$ cat config.mk
export PLATFORM = sky130hd
export DESIGN_NAME = pdl_core
export DESIGN_NICKNAME = d
export VERILOG_FILES = /design/src/hw/pdl_pkg.sv /design/src/hw/pdl_core.sv /design/src/hw/pdl_divider.sv
export VERILOG_INCLUDE_DIRS = /design/src /design/src/hw
export SDC_FILE = /design/constraint.sdc
export NUM_CORES = 1
export LEC_CHECK = 0
export BUFFER_PORTS_ARGS = -buffer_cell sky130_fd_sc_hd__buf_4
export CORE_MARGIN = 3
export CORE_UTILIZATION = 50
export CTS_CLUSTER_SIZE = 30
export DETAILED_ROUTE_END_ITERATION = 7
export GPL_ROUTABILITY_DRIVEN = 1
export PLACE_DENSITY = 0.78
export SYNTH_ARGS = -nofsm -noshare
export SYNTH_HDL_FRONTEND = slang
export SYNTH_SLANG_ARGS = --single-unit
$ cat constraint.sdc
create_clock -name core_clk_i -period 8.35 [get_ports core_clk_i]
set_input_delay 1.2525 -clock core_clk_i [delete_from_list [all_inputs] [get_ports core_clk_i]]
set_output_delay 1.2525 -clock core_clk_i [all_outputs]
set_load 0.03 [all_outputs]
$ cat src/hw/pdl_defines.svh
// constants for the synthesizer divider, lock and calibration block
`ifndef PDL_DEFINES_SVH
`define PDL_DEFINES_SVH
// ****************************************
// register addresses and fields
// ****************************************
`define PDL_ADDR_R12        5'd12
`define PDL_ADDR_R26        5'd26
`define PDL_ADDR_R28        5'd28
`define PDL_ADDR_R29        5'd29
`define PDL_ADDR_R30        5'd30
`define PDL_ADDR_R31        5'd31
`define PDL_SYNC_LOCK_BIT   23
`define PDL_CP_MSB          27
`define PDL_CP_LSB          26
`define PDL_QCNT_MSB        19
`define PDL_QCNT_LSB        6
`define PDL_RDIV_MSB        31
`define PDL_RDIV_LSB        20
`define PDL_RANGE_MSB       26
`define PDL_RANGE_LSB       24
`define PDL_NCAL_MSB        22
`define PDL_NCAL_LSB        5
`define PDL_PRE_MSB         26
`define PDL_PRE_LSB         24
`define PDL_NDIV_MSB        22
`define PDL_NDIV_LSB        5
`define PDL_RBADDR_MSB      20
`define PDL_RBADDR_LSB      16
`define PDL_WPROT_BIT       5
// ****************************************
// reset values and timing
// ****************************************
`define PDL_RST_WORD        32'h0000_0000
`define PDL_CP_UA_0         12'h064
`define PDL_CP_UA_1         12'h190
`define PDL_CP_UA_2         12'h640
`define PDL_CP_UA_3         12'hC80
`define PDL_PRE_CODE0_DIV   4'h8
`define PDL_PRE_MIN_DIV     4'h2
// calibration run time in reference cycles
`define PDL_CAL_CYCLES      16'h0400
`endif

$ cat src/hw/pdl_pkg.sv
// types for the synthesizer divider, lock and calibration block
package pdl_pkg;
    typedef enum logic [1:0] {
        PDL_CAL_IDLE,
        PDL_CAL_RUN,
        PDL_CAL_DONE
    } pdl_cal_state_t;
endpackage

$ cat src/hw/pdl_core.sv
// synthesizer divider, lock qualification, calibration and register file
`timescale 1ns/1ns
`include "pdl_defines.svh"
module pdl_core (
    input  wire logic        core_clk_i,
    input  wire logic        rstn_i,
    input  wire logic        wr_en_i,
    input  wire logic [4:0]  wr_addr_i,
    input  wire logic [31:0] wr_data_i,
    input  wire logic        ref_edge_i,
    input  wire logic        vco_edge_i,
    input  wire logic        phase_ok_i,
    output logic [31:0]      rd_data_o,
    output logic [11:0]      pump_current_ua_o,
    output logic             ref_pulse_o,
    output logic             fb_pulse_o,
    output logic             cal_busy_o,
    output logic             sync_o,
    output logic             digital_lock_flag_o,
    output logic [2:0]       ref_freq_range_code_o
);
    // ****************************************
    // register storage
    // ****************************************
    logic [31:0] r12_q;
    logic [31:0] r26_q;
    logic [31:0] r28_q;
    logic [31:0] r29_q;
    logic [31:0] r30_q;
    logic [31:0] r31_q;
    logic        write_protect_bit;
    logic        wr_ok;
    logic        cal_start;

    assign write_protect_bit = r31_q[`PDL_WPROT_BIT];
    assign wr_ok     = wr_en_i && (!write_protect_bit || wr_addr_i == `PDL_ADDR_R31);
    assign cal_start = wr_ok && wr_addr_i == `PDL_ADDR_R30;

    // register writes
    always_ff @(posedge core_clk_i) begin
        if (!rstn_i) begin
            r12_q <= `PDL_RST_WORD;
            r26_q <= `PDL_RST_WORD;
            r28_q <= `PDL_RST_WORD;
            r29_q <= `PDL_RST_WORD;
            r30_q <= `PDL_RST_WORD;
            r31_q <= `PDL_RST_WORD;
        end else if (wr_ok) begin
            case (wr_addr_i)
                `PDL_ADDR_R12: r12_q <= wr_data_i;
                `PDL_ADDR_R26: r26_q <= wr_data_i;
                `PDL_ADDR_R28: r28_q <= wr_data_i;
                `PDL_ADDR_R29: r29_q <= wr_data_i;
                `PDL_ADDR_R30: r30_q <= wr_data_i;
                `PDL_ADDR_R31: r31_q <= wr_data_i;
                default: ;
            endcase
        end
    end

    // ****************************************
    // readback
    // ****************************************
    logic [4:0] rb_addr;
    assign rb_addr = r31_q[`PDL_RBADDR_MSB:`PDL_RBADDR_LSB];

    always_ff @(posedge core_clk_i) begin
        if (!rstn_i) begin
            rd_data_o <= `PDL_RST_WORD;
        end else begin
            case (rb_addr)
                `PDL_ADDR_R12: rd_data_o <= r12_q;
                `PDL_ADDR_R26: rd_data_o <= r26_q;
                `PDL_ADDR_R28: rd_data_o <= r28_q;
                `PDL_ADDR_R29: rd_data_o <= r29_q;
                `PDL_ADDR_R30: rd_data_o <= r30_q;
                default:       rd_data_o <= `PDL_RST_WORD;
            endcase
        end
    end

    // ****************************************
    // pump current and range code
    // ****************************************
    logic [1:0] pump_current_code;
    assign pump_current_code = r26_q[`PDL_CP_MSB:`PDL_CP_LSB];

    always_ff @(posedge core_clk_i) begin
        if (!rstn_i) begin
            pump_current_ua_o <= `PDL_CP_UA_0;
        end else begin
            case (pump_current_code)
                2'd0:    pump_current_ua_o <= `PDL_CP_UA_0;
                2'd1:    pump_current_ua_o <= `PDL_CP_UA_1;
                2'd2:    pump_current_ua_o <= `PDL_CP_UA_2;
                default: pump_current_ua_o <= `PDL_CP_UA_3;
            endcase
        end
    end

    always_ff @(posedge core_clk_i) begin
        if (!rstn_i) begin
            ref_freq_range_code_o <= 3'd0;
        end else begin
            ref_freq_range_code_o <= r29_q[`PDL_RANGE_MSB:`PDL_RANGE_LSB];
        end
    end

    // ****************************************
    // synchronise the edge and window inputs
    // ****************************************
    logic [2:0] ref_s_q;
    logic [2:0] vco_s_q;
    logic [2:0] ok_s_q;
    logic       ref_tick;
    logic       vco_tick;

    // three stages; edges act once stages two and three agree, the window uses stage three alone
    always_ff @(posedge core_clk_i) begin
        if (!rstn_i) begin
            ref_s_q <= 3'd0;
            vco_s_q <= 3'd0;
            ok_s_q  <= 3'd0;
        end else begin
            ref_s_q <= {ref_s_q[1:0], ref_edge_i};
            vco_s_q <= {vco_s_q[1:0], vco_edge_i};
            ok_s_q  <= {ok_s_q[1:0], phase_ok_i};
        end
    end

    logic ref_lvl_q;
    logic vco_lvl_q;
    // filtered levels, rising edge gives one tick
    always_ff @(posedge core_clk_i) begin
        if (!rstn_i) begin
            ref_lvl_q <= 1'b0;
            vco_lvl_q <= 1'b0;
        end else begin
            if (ref_s_q[1] == ref_s_q[2]) ref_lvl_q <= ref_s_q[2];
            if (vco_s_q[1] == vco_s_q[2]) vco_lvl_q <= vco_s_q[2];
        end
    end
    assign ref_tick = (ref_s_q[1] == ref_s_q[2]) && ref_s_q[2] && !ref_lvl_q;
    assign vco_tick = (vco_s_q[1] == vco_s_q[2]) && vco_s_q[2] && !vco_lvl_q;

    // ****************************************
    // dividers
    // ****************************************
    logic [3:0]  pre_div;
    logic [2:0]  pre_code;
    logic [17:0] n_sel;
    logic        pre_pulse;

    assign pre_code = r30_q[`PDL_PRE_MSB:`PDL_PRE_LSB];
    always_comb begin
        case (pre_code)
            3'd0:    pre_div = `PDL_PRE_CODE0_DIV;
            3'd1:    pre_div = `PDL_PRE_MIN_DIV;
            3'd2:    pre_div = `PDL_PRE_MIN_DIV;
            default: pre_div = {1'b0, pre_code};
        endcase
    end

    assign n_sel = cal_busy_o ? r29_q[`PDL_NCAL_MSB:`PDL_NCAL_LSB]
                              : r30_q[`PDL_NDIV_MSB:`PDL_NDIV_LSB];

    pdl_divider #(.WIDTH(12)) u_ref_div (
        .core_clk_i (core_clk_i),
        .rstn_i     (rstn_i),
        .tick_i     (ref_tick),
        .divide_i   (r28_q[`PDL_RDIV_MSB:`PDL_RDIV_LSB]),
        .pulse_o    (ref_pulse_o)
    );

    pdl_divider #(.WIDTH(4)) u_pre_div (
        .core_clk_i (core_clk_i),
        .rstn_i     (rstn_i),
        .tick_i     (vco_tick),
        .divide_i   (pre_div),
        .pulse_o    (pre_pulse)
    );

    pdl_divider #(.WIDTH(18)) u_fb_div (
        .core_clk_i (core_clk_i),
        .rstn_i     (rstn_i),
        .tick_i     (pre_pulse),
        .divide_i   (n_sel),
        .pulse_o    (fb_pulse_o)
    );

    // ****************************************
    // lock qualification
    // ****************************************
    logic [13:0] qual_cnt_q;
    logic [13:0] qual_target;
    logic        ok_now;

    assign qual_target = r26_q[`PDL_QCNT_MSB:`PDL_QCNT_LSB];
    assign ok_now      = ok_s_q[2];

    // miss restarts count and drops lock
    always_ff @(posedge core_clk_i) begin
        if (!rstn_i) begin
            qual_cnt_q          <= 14'h0000;
            digital_lock_flag_o <= 1'b0;
        end else if (ref_pulse_o) begin
            if (!ok_now || qual_target == 14'h0000) begin
                qual_cnt_q          <= 14'h0000;
                digital_lock_flag_o <= 1'b0;
            end else if (qual_cnt_q + 14'h0001 >= qual_target) begin
                qual_cnt_q          <= qual_target;
                digital_lock_flag_o <= 1'b1;
            end else begin
                qual_cnt_q <= qual_cnt_q + 14'h0001;
            end
        end
    end

    // ****************************************
    // calibration sequencer
    // ****************************************
    pdl_pkg::pdl_cal_state_t cal_state_q;
    logic [15:0]             cal_cnt_q;

    // restart on every accepted write to register 30
    always_ff @(posedge core_clk_i) begin
        if (!rstn_i) begin
            cal_state_q <= pdl_pkg::PDL_CAL_IDLE;
            cal_cnt_q   <= 16'h0000;
        end else if (cal_start) begin
            cal_state_q <= pdl_pkg::PDL_CAL_RUN;
            cal_cnt_q   <= 16'h0000;
        end else begin
            case (cal_state_q)
                pdl_pkg::PDL_CAL_RUN: begin
                    if (ref_tick) begin
                        if (cal_cnt_q + 16'h0001 >= `PDL_CAL_CYCLES) begin
                            cal_state_q <= pdl_pkg::PDL_CAL_DONE;
                        end else begin
                            cal_cnt_q <= cal_cnt_q + 16'h0001;
                        end
                    end
                end
                pdl_pkg::PDL_CAL_DONE: cal_state_q <= pdl_pkg::PDL_CAL_IDLE;
                default:               cal_state_q <= pdl_pkg::PDL_CAL_IDLE;
            endcase
        end
    end
    assign cal_busy_o = (cal_state_q == pdl_pkg::PDL_CAL_RUN);

    always_ff @(posedge core_clk_i) begin
        if (!rstn_i) begin
            sync_o <= 1'b0;
        end else begin
            sync_o <= cal_start || cal_busy_o ||
                      (r12_q[`PDL_SYNC_LOCK_BIT] && !digital_lock_flag_o);
        end
    end
endmodule

$ cat src/hw/pdl_divider.sv
// programmable integer divider producing a one-cycle terminal pulse
`timescale 1ns/1ns
module pdl_divider #(
    parameter int WIDTH = 18
) (
    input  wire logic             core_clk_i,
    input  wire logic             rstn_i,
    input  wire logic             tick_i,
    input  wire logic [WIDTH-1:0] divide_i,
    output logic                  pulse_o
);
    logic [WIDTH-1:0] count_q;

    // count ticks, pulse on the last of each period
    always_ff @(posedge core_clk_i) begin
        if (!rstn_i) begin
            count_q <= '0;
            pulse_o <= 1'b0;
        end else begin
            pulse_o <= 1'b0;
            if (tick_i) begin
                if (count_q + WIDTH'(1) >= divide_i) begin
                    count_q <= '0;
                    pulse_o <= 1'b1;
                end else begin
                    count_q <= count_q + WIDTH'(1);
                end
            end
        end
    end
endmodule

# Word-level counts from Yosys, hierarchy flattened
# Cells that the tools add are included.
# word_totals
register_bits,310
input_bits,43
output_inout_bits,52
# classes
add_sub_neg,5
magnitude_cmp,5
eq_ne,20
mux,18
n_bitwise,3
reduce_logical,36
# op_table
op,n
one-hot mux 32 bit (5 select lines),1
equality test 5 bit (second input constant),9
two-way mux 18 bit,2
one-hot mux 12 bit (3 select lines),1
two-way mux 14 bit,2
AND reduction 2 bit,12
adder 18 x 1 -> 18 bit (second input constant),1
>= comparator 18 bit,1
adder 16 x 1 -> 16 bit (second input constant),1
>= comparator 16 x 11 -> 1 bit (second input constant),1
adder 14 x 1 -> 14 bit (second input constant),1
>= comparator 14 bit,1
zero test 14 bit,1
adder 12 x 1 -> 12 bit (second input constant),1
>= comparator 12 bit,1
two-way mux 12 bit,1
equality test 5 x 4 -> 1 bit (second input constant),2
two-way mux 1 bit,9
one-hot mux 4 bit (2 select lines),1
logical AND 1 bit,7
!= test 3 x 1 -> 1 bit (second input constant),2
zero test 1 bit,5
adder 4 x 1 -> 4 bit (second input constant),1
equality test 2 x 1 -> 1 bit (second input constant),2
other kinds (14),21

# Longest topological paths before layout
# Gate-level depths: netlist of the first run.
# depth
depth_word,6
mapped_depth,15
depth_no_buf,13

# Cells and area by module
# Synthesis of the first run repeated with hierarchy kept, for this count alone.
# unflattened
hier_cells,1673
area_unflattened_um2,14290.0
# modules_own_cells
mod,n_inst,cells_per_inst,area_each_um2,seq_area_each_um2
pdl_core,1,1294,11128.2,5064.9
pdl_divider at u_fb_div,1,196,1685.4,380.4
pdl_divider at u_ref_div,1,145,1121.1,260.2
pdl_divider at u_pre_div,1,38,355.3,100.1

# Worst setup path before layout of the first run
# Ideal clock, no wire load.
# synth_timing
kind,reg-to-reg
start,register u_fb_div.count_q[0]
end,register u_fb_div.count_q[7]
arrival_ns,3.326
path_slack_ns,4.907
stages_incl_launch_ff,15
path_cell_list,dfxtp_1 ha_1 nand2_1 nor4_1 and2_1 nor2b_1 or2_2 ha_1 nand4_1 nor2_1 nor4b_1 o311ai_0 and2_1 clkbuf_1 a32o_1
# synth_via
elab_chain_cells,3
# synth_lines
item,line_no,text
from (decl),pdl_divider.sv:12,logic [WIDTH-1:0] count_q;
from (signal assigned),pdl_divider.sv:26,count_q <= count_q + WIDTH'(1);
adder 18 x 1 -> 18 bit (*),"pdl_divider.sv:22, pdl_divider.sv:26",
>= comparator 18 bit,pdl_divider.sv:22,if (count_q + WIDTH'(1) >= divide_i) begin
two-way mux 18 bit (*),pdl_divider.sv:22,
# Every way passes the cells marked *; elsewhere a longest branch is shown, timed or not.
# A chain may end at the register's enable or synchronous reset.

# Worst setup path in the final report of the first run
# layout_timing
start,register u_fb_div.count_q[0]
end,register u_fb_div.count_q[4]
# Same word-level chain as after synthesis.

==> impl_metrics.json, run 1 <==
{
  "outcome": "completed",
  "yosysSeqAreaShare": 0.424,
  "cp.arrival_ns": 4.71,
  "cts_repair_resize_count": 0,
  "highest_layer": "met4",
  "first_iter_violations": 973,
  "post-cts-setup-buffers": 0,
  "placed_cells_incl_taps": 1945,
  "cts_htree_levels": 1,
  "fmax_mhz": 235,
  "hold_depth": 1,
  "grt_pass1_wl_microns": 57800,
  "ys_ff_latch": 290,
  "final_cell_area_sq_um": 15600,
  "critPathLaunchType": "register",
  "ios": 95,
  "worst_slew_pin_slew_ns": 1.12,
  "finalHoldViolations": 0,
  "tritoncts": "built",
  "rows": 59,
  "antenna_left": 0,
  "fin_tns_setup_ns": 0,
  "synthDistinctLibCells": 60,
  "r2r_cells": 14,
  "post-route-period-util": 0.510,
  "vias": 11500,
  "cts_buffer_depth": 3,
  "netlist.area_leader.share": 0.424,
  "rr_startpoint": "u_fb_div.count_q[0]",
  "path_clk_slew_ns": 0.06,
  "cpMaxStageDelayCell": "nor4_1",
  "synthArstFlopShare": 0,
  "synth.avg_cell_area_sq_um": 8.51,
  "cts_root_buf": "clkbuf_16",
  "cpPeakStageDelay_ns": 0.72,
  "netlist_top_cells_area": "dfxtp_1 42%, nand2_1 10%, a21boi_0 8.9%",
  "clkPwrFrac": 0.488,
  "max_cap_violations": 0,
  "internal-power_mw": 2.29,
  "slew_headroom": 0.254,
  "area_delta_synth_final_pct": 14.1,
  "crit_family": "simple AND/OR/NAND/NOR gates",
  "synth_area_leader_cell": "dfxtp_1",
  "end_kind": "register",
  "cts_sinks": 290,
  "routed_wl_microns": 35500,
  "grt_pass1_vias": 11300,
  "synth_ff_type": "dfxtp_1",
  "power.density_nw_per_um2": 188,
  "wl_met1_microns": 15800,
  "ir_worst_vdd_mv": 0.149,
  "hp-class": "reg -> reg",
  "die_h_microns": 171,
  "wl_met2_microns": 16800,
  "wl_per_cell_microns": 17.7,
  "drive_above_1_share": 0.114,
  "fin_nets": 1742,
  "die_x_microns": 171,
  "gp_congestion": 0.870,
  "grt-ovfl-total": 0,
  "drc": 0,
  "critPathKind": "reg -> reg",
  "ctsHoldBuffers": 0,
  "synth_cells": 1607,
  "clk_latency_ns": 0.57,
  "crit_path_start": "u_fb_div.count_q[0]",
  "min_from": "ref_s_q[0]",
  "path_max_fanout": 12,
  "synth_commonest_cells": "380 x nand2_1, 290 x dfxtp_1, 163 x a21boi_0",
  "pwr-share-comb": 0.035,
  "setup_viol": 0,
  "period_minus_slack_ns": 4.26,
  "yosysMostFrequentCell": "nand2_1",
  "vias_per_cell": 5.75,
  "cts_buffers": 31,
  "grt_max_degree": 78,
  "synth_area_sq_um": 13700,
  "die_area_sq_um": 29400,
  "crit_chain": "ha_1, nand2_1, nor4_1, and2_1, nor2b_1, or2_2, ha_1, nand4_1, nor2_1, nor4b_1, o311ai_1, buf_4, and2_1, a32o_1",
  "drtPass1Iterations": 5,
  "start_util": 0.516,
  "io_buffers": 91,
  "synth_edf_count": 0,
  "stdcell_count": 2004,
  "finalClockSkew_ns": 0.0226,
  "dpl_cell_area_sq_um": 14500,
  "p_leak_nw": 5.48,
  "power_frac_seq": 0.477,
  "gr-usage-all-layers": 0.239,
  "wl_met3_microns": 2080,
  "cp.depth": 14,
  "cp_num_buf_inv": 1,
  "rsz0062_at_grt": "false",
  "hpwl_microns": 21800,
  "slew_viol_final": 0,
  "antenna_found_initial": 0,
  "core_area_sq_um": 26500,
  "critPathRequiredTime_ns": 8.80,
  "switchingPower_mw": 0.642,
  "p_sw_frac": 0.219,
  "diodes": 0,
  "ys_warn_count": 0
}
-- metal layers --
metal / vias to the layer above / track usage
met1: 5513 / 0.322
met4: 0 / 0.0672
met2: 342 / 0.401
li1: 5610 / -
met3: 66 / 0.0336
met5: - / 0
-- metrics by stage --
stage	total power, mW	util	setup WS, ns	hold slack [ns]
floorplan	1.48	-	4.91	0.412
global placement	1.53	0.548	4.46	0.416
detailed placement	1.53	0.548	4.27	0.422
CTS	2.94	0.589	4.20	0.438
global route	3.02	0.589	3.80	0.455
finish	2.93	0.589	4.09	0.436
-- cell type report --
cell class                 count  area [sq um]
clock buffer                  40           860
clock inverter                18           216
fill                        2285         10900
inverter                      39           146
multi-input combinational   1172          7330
sequential                   290          5810
tap                          335           419
timing repair buffer         110           826
-- cells in the final DEF, fill, tap and decap left out, drive strengths merged, types with 8 or more instances in the layout --
cell type / netlist / layout
nor3: 8 / 8
or2: 10 / 10
a21o: 14 / 14
a32o: 10 / 10
nand4: 23 / 23
o22ai: 35 / 35
mux2i: 100 / 100
xnor2: 24 / 24
nand2: 380 / 380
and2: 25 / 25
nor2: 68 / 68
or4: 8 / 8
inv: 39 / 40
a21boi: 163 / 163
nand3: 34 / 34
a21oi: 58 / 58
xor2: 16 / 16
buf: 11 / 110
nor4: 10 / 10
clkinv: 0 / 10
dfxtp: 290 / 290
ha: 55 / 55
nor2b: 27 / 27
clkbuf: 97 / 40
o21ai: 15 / 15
-- cells by family after synthesis --
| kind of cell | synth area share |
|---|---|
| AOI/OAI and AO/OA | 0.181 |
| xor gates and xnor gates | 0.0256 |
| adders and majority gates | 0.0503 |
| buffers and inverters | 0.0418 |
| DFF | 0.424 |
| muxes | 0.0740 |
| other | 0.000274 |
| and+or+nand+nor | 0.203 |
-- power by group through the flow --
stage,Clock [mW],Sequential (mW),Combinational [mW]
floorplan,0,1.43,0.0584
global placement,0,1.43,0.0988
detailed placement,0,1.43,0.101
CTS,1.45,1.40,0.101
global route,1.51,1.40,0.112
finish,1.43,1.40,0.103
-- flip-flops by register name, indices dropped and copies added, names as in the netlist, 6 cells and up --
signal,count
r12_q,32
r31_q,6
qual_cnt_q,14
u_fb_div.count_q,18
r30_q,32
r28_q,32
pump_current_ua_o,7
rd_data_o,32
cal_cnt_q,16
r29_q,32
u_ref_div.count_q,12
r26_q,32
-- worst paths after layout --
path                                       endpoint  slack (ns)
worst min register to register           ref_s_q[1]        0.44
worst max register to register  u_fb_div.count_q[4]        4.09
worst max-delay path            u_fb_div.count_q[4]        4.09
worst min-delay path                     ref_s_q[1]        0.44
(Power assumes the default switching activity.)
==> run 2: changes to the inputs <==
--- a/config.mk
+++ b/config.mk
@@ -6,6 +6,7 @@
 export SDC_FILE = /design/constraint.sdc
 export NUM_CORES = 1
 export LEC_CHECK = 0
+export ABC_AREA = 1
 export BUFFER_PORTS_ARGS = -buffer_cell sky130_fd_sc_hd__buf_4
 export CORE_MARGIN = 3
 export CORE_UTILIZATION = 50
==> constraint.sdc (replaced) <==
create_clock -name core_clk_i -period 4.1 [get_ports core_clk_i]
set_input_delay 0.615 -clock core_clk_i [delete_from_list [all_inputs] [get_ports core_clk_i]]
set_output_delay 0.615 -clock core_clk_i [all_outputs]
set_load 0.03 [all_outputs]
==> run 2 against run 1 <==
Net effect:
- clock power is 100% higher
- first-iteration DRC count is 1.8% higher
- synthesized cell count is 14% higher
- fmax is 28% higher
- final area is 2.1% lower
- critical path depth is 3 higher
- clock-buffer cell count is 3 higher
- total power is 110% higher
- largest cell class unchanged
- clock skew is 0.0086 ns lower
- die area is 1.9% lower
- sequential cell count stayed put
- non-clock buffer count is 3 lower
==> impl_metrics.json, run 2 <==
{
  "outcome": "completed",
  "vias": 12300,
  "routed_wl_microns": 34700,
  "start_util": 0.512,
  "die_h_microns": 170,
  "synth_edf_count": 0,
  "synth_cells": 1830,
  "hpwl_microns": 22900,
  "drive_above_1_share": 0.0979,
  "die_area_sq_um": 28800,
  "cts_repair_resize_count": 0,
  "hold_depth": 3,
  "period_minus_slack_ns": 3.31,
  "yosysSeqAreaShare": 0.433,
  "p_leak_nw": 6.04,
  "ys_warn_count": 0,
  "antenna_found_initial": 0,
  "finalClockSkew_ns": 0.0140,
  "min_from": "vco_edge_i",
  "fmax_mhz": 302,
  "grt_pass1_vias": 11500,
  "fin_nets": 1967,
  "max_cap_violations": 0,
  "synth_area_leader_cell": "dfxtp_1",
  "slew_headroom": 0.239,
  "ios": 95,
  "ys_ff_latch": 290,
  "rsz0062_at_grt": "false",
  "worst_slew_pin_slew_ns": 1.14,
  "drtPass1Iterations": 5,
  "critPathKind": "reg -> reg",
  "cp.arrival_ns": 3.80,
  "area_delta_synth_final_pct": 13.9,
  "post-cts-setup-buffers": 0,
  "fin_tns_setup_ns": 0,
  "synth.avg_cell_area_sq_um": 7.33,
  "synthArstFlopShare": 0,
  "reg2reg_slack_ns": 0.79,
  "end_kind": "register",
  "tritoncts": "built",
  "gp_congestion": 0.853,
  "gr-usage-all-layers": 0.233,
  "die_x_microns": 170,
  "cts_htree_levels": 1,
  "finalHoldViolations": 0,
  "diodes": 0,
  "clk_latency_ns": 0.56,
  "synth_commonest_cells": "290 x dfxtp_1, 268 x inv_1, 242 x a21oi_1",
  "layout_commonest_cell": "dfxtp_1",
  "vias_per_cell": 5.54,
  "critPathLaunchType": "register",
  "synth_ff_type": "dfxtp_1",
  "grt_pass1_wl_microns": 56700,
  "slew_viol_final": 0,
  "synth_area_sq_um": 13400,
  "crit_path_start": "qual_cnt_q[0]",
  "mostFrequentLayoutCells": "290 x dfxtp_1, 268 x inv_1, 242 x a21oi_1",
  "setup_viol": 0,
  "cts_buffers": 31,
  "wl_per_cell_microns": 15.6,
  "synthDistinctLibCells": 37,
  "power_mw": 6.01,
  "netlist.area_leader.share": 0.433,
  "cts_buffer_depth": 3,
  "path_clk_slew_ns": 0.06,
  "ctsHoldBuffers": 0,
  "rr_startpoint": "qual_cnt_q[0]",
  "hold_end": "vco_s_q[0]",
  "cts_root_buf": "clkbuf_16",
  "power.density_nw_per_um2": 393,
  "r2r_end": "qual_cnt_q[13]",
  "hp-class": "in -> reg",
  "path_max_fanout": 15,
  "grt-ovfl-total": 0,
  "post-route-period-util": 0.808,
  "antenna_left": 0,
  "critPathRequiredTime_ns": 4.59,
  "netlist_top_cells_area": "dfxtp_1 43%, a21oi_1 9.0%, inv_1 7.5%",
  "rows": 59,
  "grt_max_degree": 74,
  "ir_worst_vdd_mv": 0.392,
  "cts_sinks": 290,
  "drc": 0,
  "r2r_cells": 17,
  "yosysMostFrequentCell": "dfxtp_1",
  "first_iter_violations": 991,
  "io_buffers": 91,
  "core_area_sq_um": 26200
}
==> run 2: worst max-delay path, stage by stage, from the launching register on <==
cell and delay (ns):
dfxtp_1 0.42, ha_1 0.20, nand2_1 0.08, inv_1 0.08
nand2_1 0.07, nor2_1 0.19, nand2_1 0.10, o21ai_0 0.15
nand2_1 0.10, inv_1 0.07, ha_1 0.22, nand4_1 0.16
nor2_1 0.07, nand2_1 0.36, nand3_1 0.52, nand2_1 0.19
nand3_1 0.09, a21oi_1 0.16
==> run 2: kinds of logic after synthesis <==
family | count (synthesis) | share of synthesized area
compound gates | 523 | 0.204
xor+xnor | 27 | 0.0176
fa+ha+maj | 55 | 0.0513
buf+inv | 376 | 0.108
flops | 290 | 0.433
other cells | 1 | 0.000280
simple gates | 558 | 0.186
==> run 2: layer usage <==
| metal | vias to the layer above | wire length, microns | share of wire | global-route usage |
|---|---|---|---|---|
| met5 | - | 0 | 0 | 0 |
| met4 | 0 | 851 | 0.025 | 0.0637 |
| met3 | 61 | 1970 | 0.057 | 0.0328 |
| met2 | 352 | 16100 | 0.46 | 0.391 |
| met1 | 5735 | 15800 | 0.45 | 0.317 |
| li1 | 6170 | - | - | - |
==> run 2: power breakdown <==
group,internal (mW),switching (mW)
Combinational,0.0887,0.202
Clock,1.73,1.13
Sequential,2.85,0.00940
Total,4.66,1.35
==> run 2: area by class of cell <==
| type | instances | area [sq um] |
|---|---|---|
| Sequential cell | 290 | 5810 |
| Inverter | 273 | 1020 |
| Clock inverter | 11 | 140 |
| Clock buffer | 43 | 911 |
| Tap cell | 335 | 419 |
| Timing Repair Buffer | 107 | 803 |
| Fill cell | 2322 | 10900 |
| Multi-Input combinational cell | 1166 | 6170 |
==> run 2: worst max-delay path by stage <==
stage / end / slack, ns / depth (start not counted)
finish: qual_cnt_q[13] / 0.79 / 17
global route: qual_cnt_q[4] / 0.45 / 14
detailed placement: qual_cnt_q[13] / 0.83 / 17
floorplan: u_fb_div.count_q[10] / 1.31 / 14
global placement: qual_cnt_q[10] / 0.94 / 14
CTS: qual_cnt_q[9] / 0.82 / 17
==> run 2: metrics by stage <==
| step | instances | hold WS (ns) | utilization | setup slack [ns] | area, sq um |
|---|---|---|---|---|---|
| 6_report | 2225 | 0.234 | 0.583 | 0.788 | 15300 |
| 5_1_grt | 2225 | 0.229 | 0.583 | 0.448 | 15300 |
| 4_1_cts | 2225 | 0.213 | 0.583 | 0.824 | 15300 |
| 3_5_place_dp | 2171 | 0.396 | 0.543 | 0.832 | 14200 |
| 3_3_place_gp | 2171 | 0.397 | 0.543 | 0.936 | 14200 |
| 2_1_floorplan | 1832 | 0.390 | - | 1.31 | 13400 |
==> run 3: changes to the inputs <==
--- a/config.mk
+++ b/config.mk
@@ -13,7 +13,7 @@
 export CTS_CLUSTER_SIZE = 30
 export DETAILED_ROUTE_END_ITERATION = 7
 export GPL_ROUTABILITY_DRIVEN = 1
-export PLACE_DENSITY = 0.78
+export PLACE_DENSITY = 0.81
 export SYNTH_ARGS = -nofsm -noshare
 export SYNTH_HDL_FRONTEND = slang
 export SYNTH_SLANG_ARGS = --single-unit
==> constraint.sdc (replaced) <==
create_clock -name core_clk_i -period 3 [get_ports core_clk_i]
set_input_delay 0.45 -clock core_clk_i [delete_from_list [all_inputs] [get_ports core_clk_i]]
set_output_delay 0.45 -clock core_clk_i [all_outputs]
set_load 0.03 [all_outputs]
==> run 3 against run 2 <==
Net effect:
- utilization rose by 0.77 points
- first-iteration DRC count rose by 14%
- non-clock buffer count rose by 19
- combinational power rose by 45%
- sequential share of layout area fell by 0.48 points
- cell count rose by 0.90%
- wire length rose by 2.7%
- register-to-register slack got worse by 0.52 ns
- global-route usage rose by 0.58 points
- clock-buffer cell count rose by 1
- sequential power rose by 37%
- fmax rose by 21%
- critical path type unchanged
- largest power group is now sequential cells
- highest routed layer unchanged
==> impl_metrics.json, run 3 (synthesis results as in run 2) <==
{
  "outcome": "completed",
  "tritoncts": "built",
  "antenna_left": 0,
  "min_from": "vco_edge_i",
  "max_cap_violations": 0,
  "slew_headroom": 0.308,
  "vias": 12600,
  "cts_buffers": 31,
  "r2r_cells": 14,
  "die_h_microns": 170,
  "ctsHoldBuffers": 0,
  "hold_end": "vco_s_q[0]",
  "ir_worst_vdd_mv": 0.473,
  "power.density_nw_per_um2": 526,
  "cts_htree_levels": 1,
  "vias_per_cell": 5.62,
  "end_kind": "register",
  "reg2reg_slack_ns": 0.27,
  "fmax_mhz": 366,
  "rr_startpoint": "u_ref_div.count_q[0]",
  "setup_viol": 0,
  "wl_per_cell_microns": 15.9,
  "power_mw": 8.14,
  "post-route-period-util": 0.910,
  "worst_slew_pin_slew_ns": 1.03,
  "crit_chain": "ha_1, nand3_1, nor2_1, nand2_1, xor2_1, inv_1, ha_1, nand2_1, inv_1, nand3_1, nor4_1, nand2_2, nand4_1, a21oi_1",
  "antenna_found_initial": 0,
  "path_clk_slew_ns": 0.06,
  "fin_nets": 1986,
  "period_minus_slack_ns": 2.73,
  "layout_commonest_cell": "dfxtp_1",
  "r2r_end": "u_ref_div.count_q[2]",
  "mostFrequentLayoutCells": "288 x dfxtp_1, 268 x inv_1, 242 x a21oi_1",
  "grt-ovfl-total": 0,
  "gr-usage-all-layers": 0.239,
  "area_delta_synth_final_pct": 15.4,
  "p_leak_nw": 6.15,
  "die_area_sq_um": 28800,
  "drive_above_1_share": 0.110,
  "first_iter_violations": 1128,
  "final_util": 0.591,
  "hp-class": "in -> reg",
  "finalHoldViolations": 0,
  "rows": 59,
  "cpPeakStageDelay_ns": 0.37,
  "gp_congestion": 0.931,
  "slew_viol_final": 0,
  "finalClockSkew_ns": 0.0200,
  "critPathRequiredTime_ns": 3.42,
  "cts_root_buf": "clkbuf_16",
  "routed_wl_microns": 35600,
  "grt_pass1_vias": 11900,
  "cts_buffer_depth": 3,
  "io_buffers": 91,
  "start_util": 0.512,
  "cts_repair_resize_count": 0,
  "critPathLaunchType": "register",
  "fin_tns_setup_ns": 0,
  "critPathKind": "reg -> reg",
  "hpwl_microns": 23700,
  "worst_hold_slack_ns": 0.0650,
  "hold_depth": 3,
  "diodes": 0,
  "cp.arrival_ns": 3.15,
  "cpMaxStageDelayCell": "dfxtp_1",
  "path_max_fanout": 13,
  "grt_pass1_wl_microns": 58000,
  "die_x_microns": 170,
  "cts_sinks": 290,
  "post-cts-setup-buffers": 0,
  "drc": 0,
  "drtPass1Iterations": 5,
  "clk_latency_ns": 0.56,
  "ios": 95,
  "grt_max_degree": 65,
  "rsz0062_at_grt": "false",
  "core_area_sq_um": 26200
}
==> run 3: changes by cell type in the layout (fill, tap and decap cells not counted), sizes merged <==
cell    change
clkbuf      +1
buf        +19
clkinv      +1
bufinv      -1
==> run 3: worst max path at each step <==
stage,cells after the start,end,slack [ns],startpoint
2_1_floorplan,14,u_fb_div.count_q[10],0.21,cal_state_q[0]
3_3_place_gp,14,u_fb_div.count_q[3],0.32,u_fb_div.count_q[0]
3_5_place_dp,12,u_ref_div.count_q[2],0.23,u_ref_div.count_q[2]
4_1_cts,12,u_ref_div.count_q[2],0.22,u_ref_div.count_q[2]
5_1_grt,14,u_ref_div.count_q[10],0.0002,u_ref_div.count_q[0]
6_report,14,u_ref_div.count_q[2],0.27,u_ref_div.count_q[0]
==> run 3: area by class of cell <==
class	count	area [sq um]
clock buffer	44	915
tap	335	419
clock inverter	11	115
multi-input combinational	1166	6190
inverter	273	1020
sequential	290	5810
timing repair buffer	126	1010
fill	2252	10700
==> run 3: power breakdown <==
group	leakage [nW]	switching [mW]	total (mW)	internal (mW)
Combinational	3.30	0.284	0.421	0.138
Clock	0.512	1.54	3.82	2.28
Sequential	2.34	0.0134	3.90	3.89
==> run 3: worst max-delay path, delay by kind of cell (launching register included) <==
family | cells | cell delay (ns)
AO/OA/AOI/OAI | 1 | 0.07
AND/OR/NAND/NOR | 8 | 1.36
buffers and inverters | 2 | 0.14
adder cells (fa/ha/maj) | 2 | 0.47
flip-flops | 1 | 0.37
XOR/XNOR | 1 | 0.18
==> run 3: layer usage <==
metal	track usage	wire length, microns	part of all wire
met5	0	0	0
met4	0.0733	761	0.021
met3	0.0326	2740	0.077
met2	0.415	17000	0.48
met1	0.310	15100	0.42
==> run 3: metrics by stage <==
step                cell area (sq um)  instances  setup WS [ns]
finish                          15500       2245          0.269
global route                    15500       2245       0.000163
CTS                             15500       2245          0.217
detailed placement              14400       2190          0.227
global placement                14400       2190          0.322
floorplan                       13400       1832          0.208
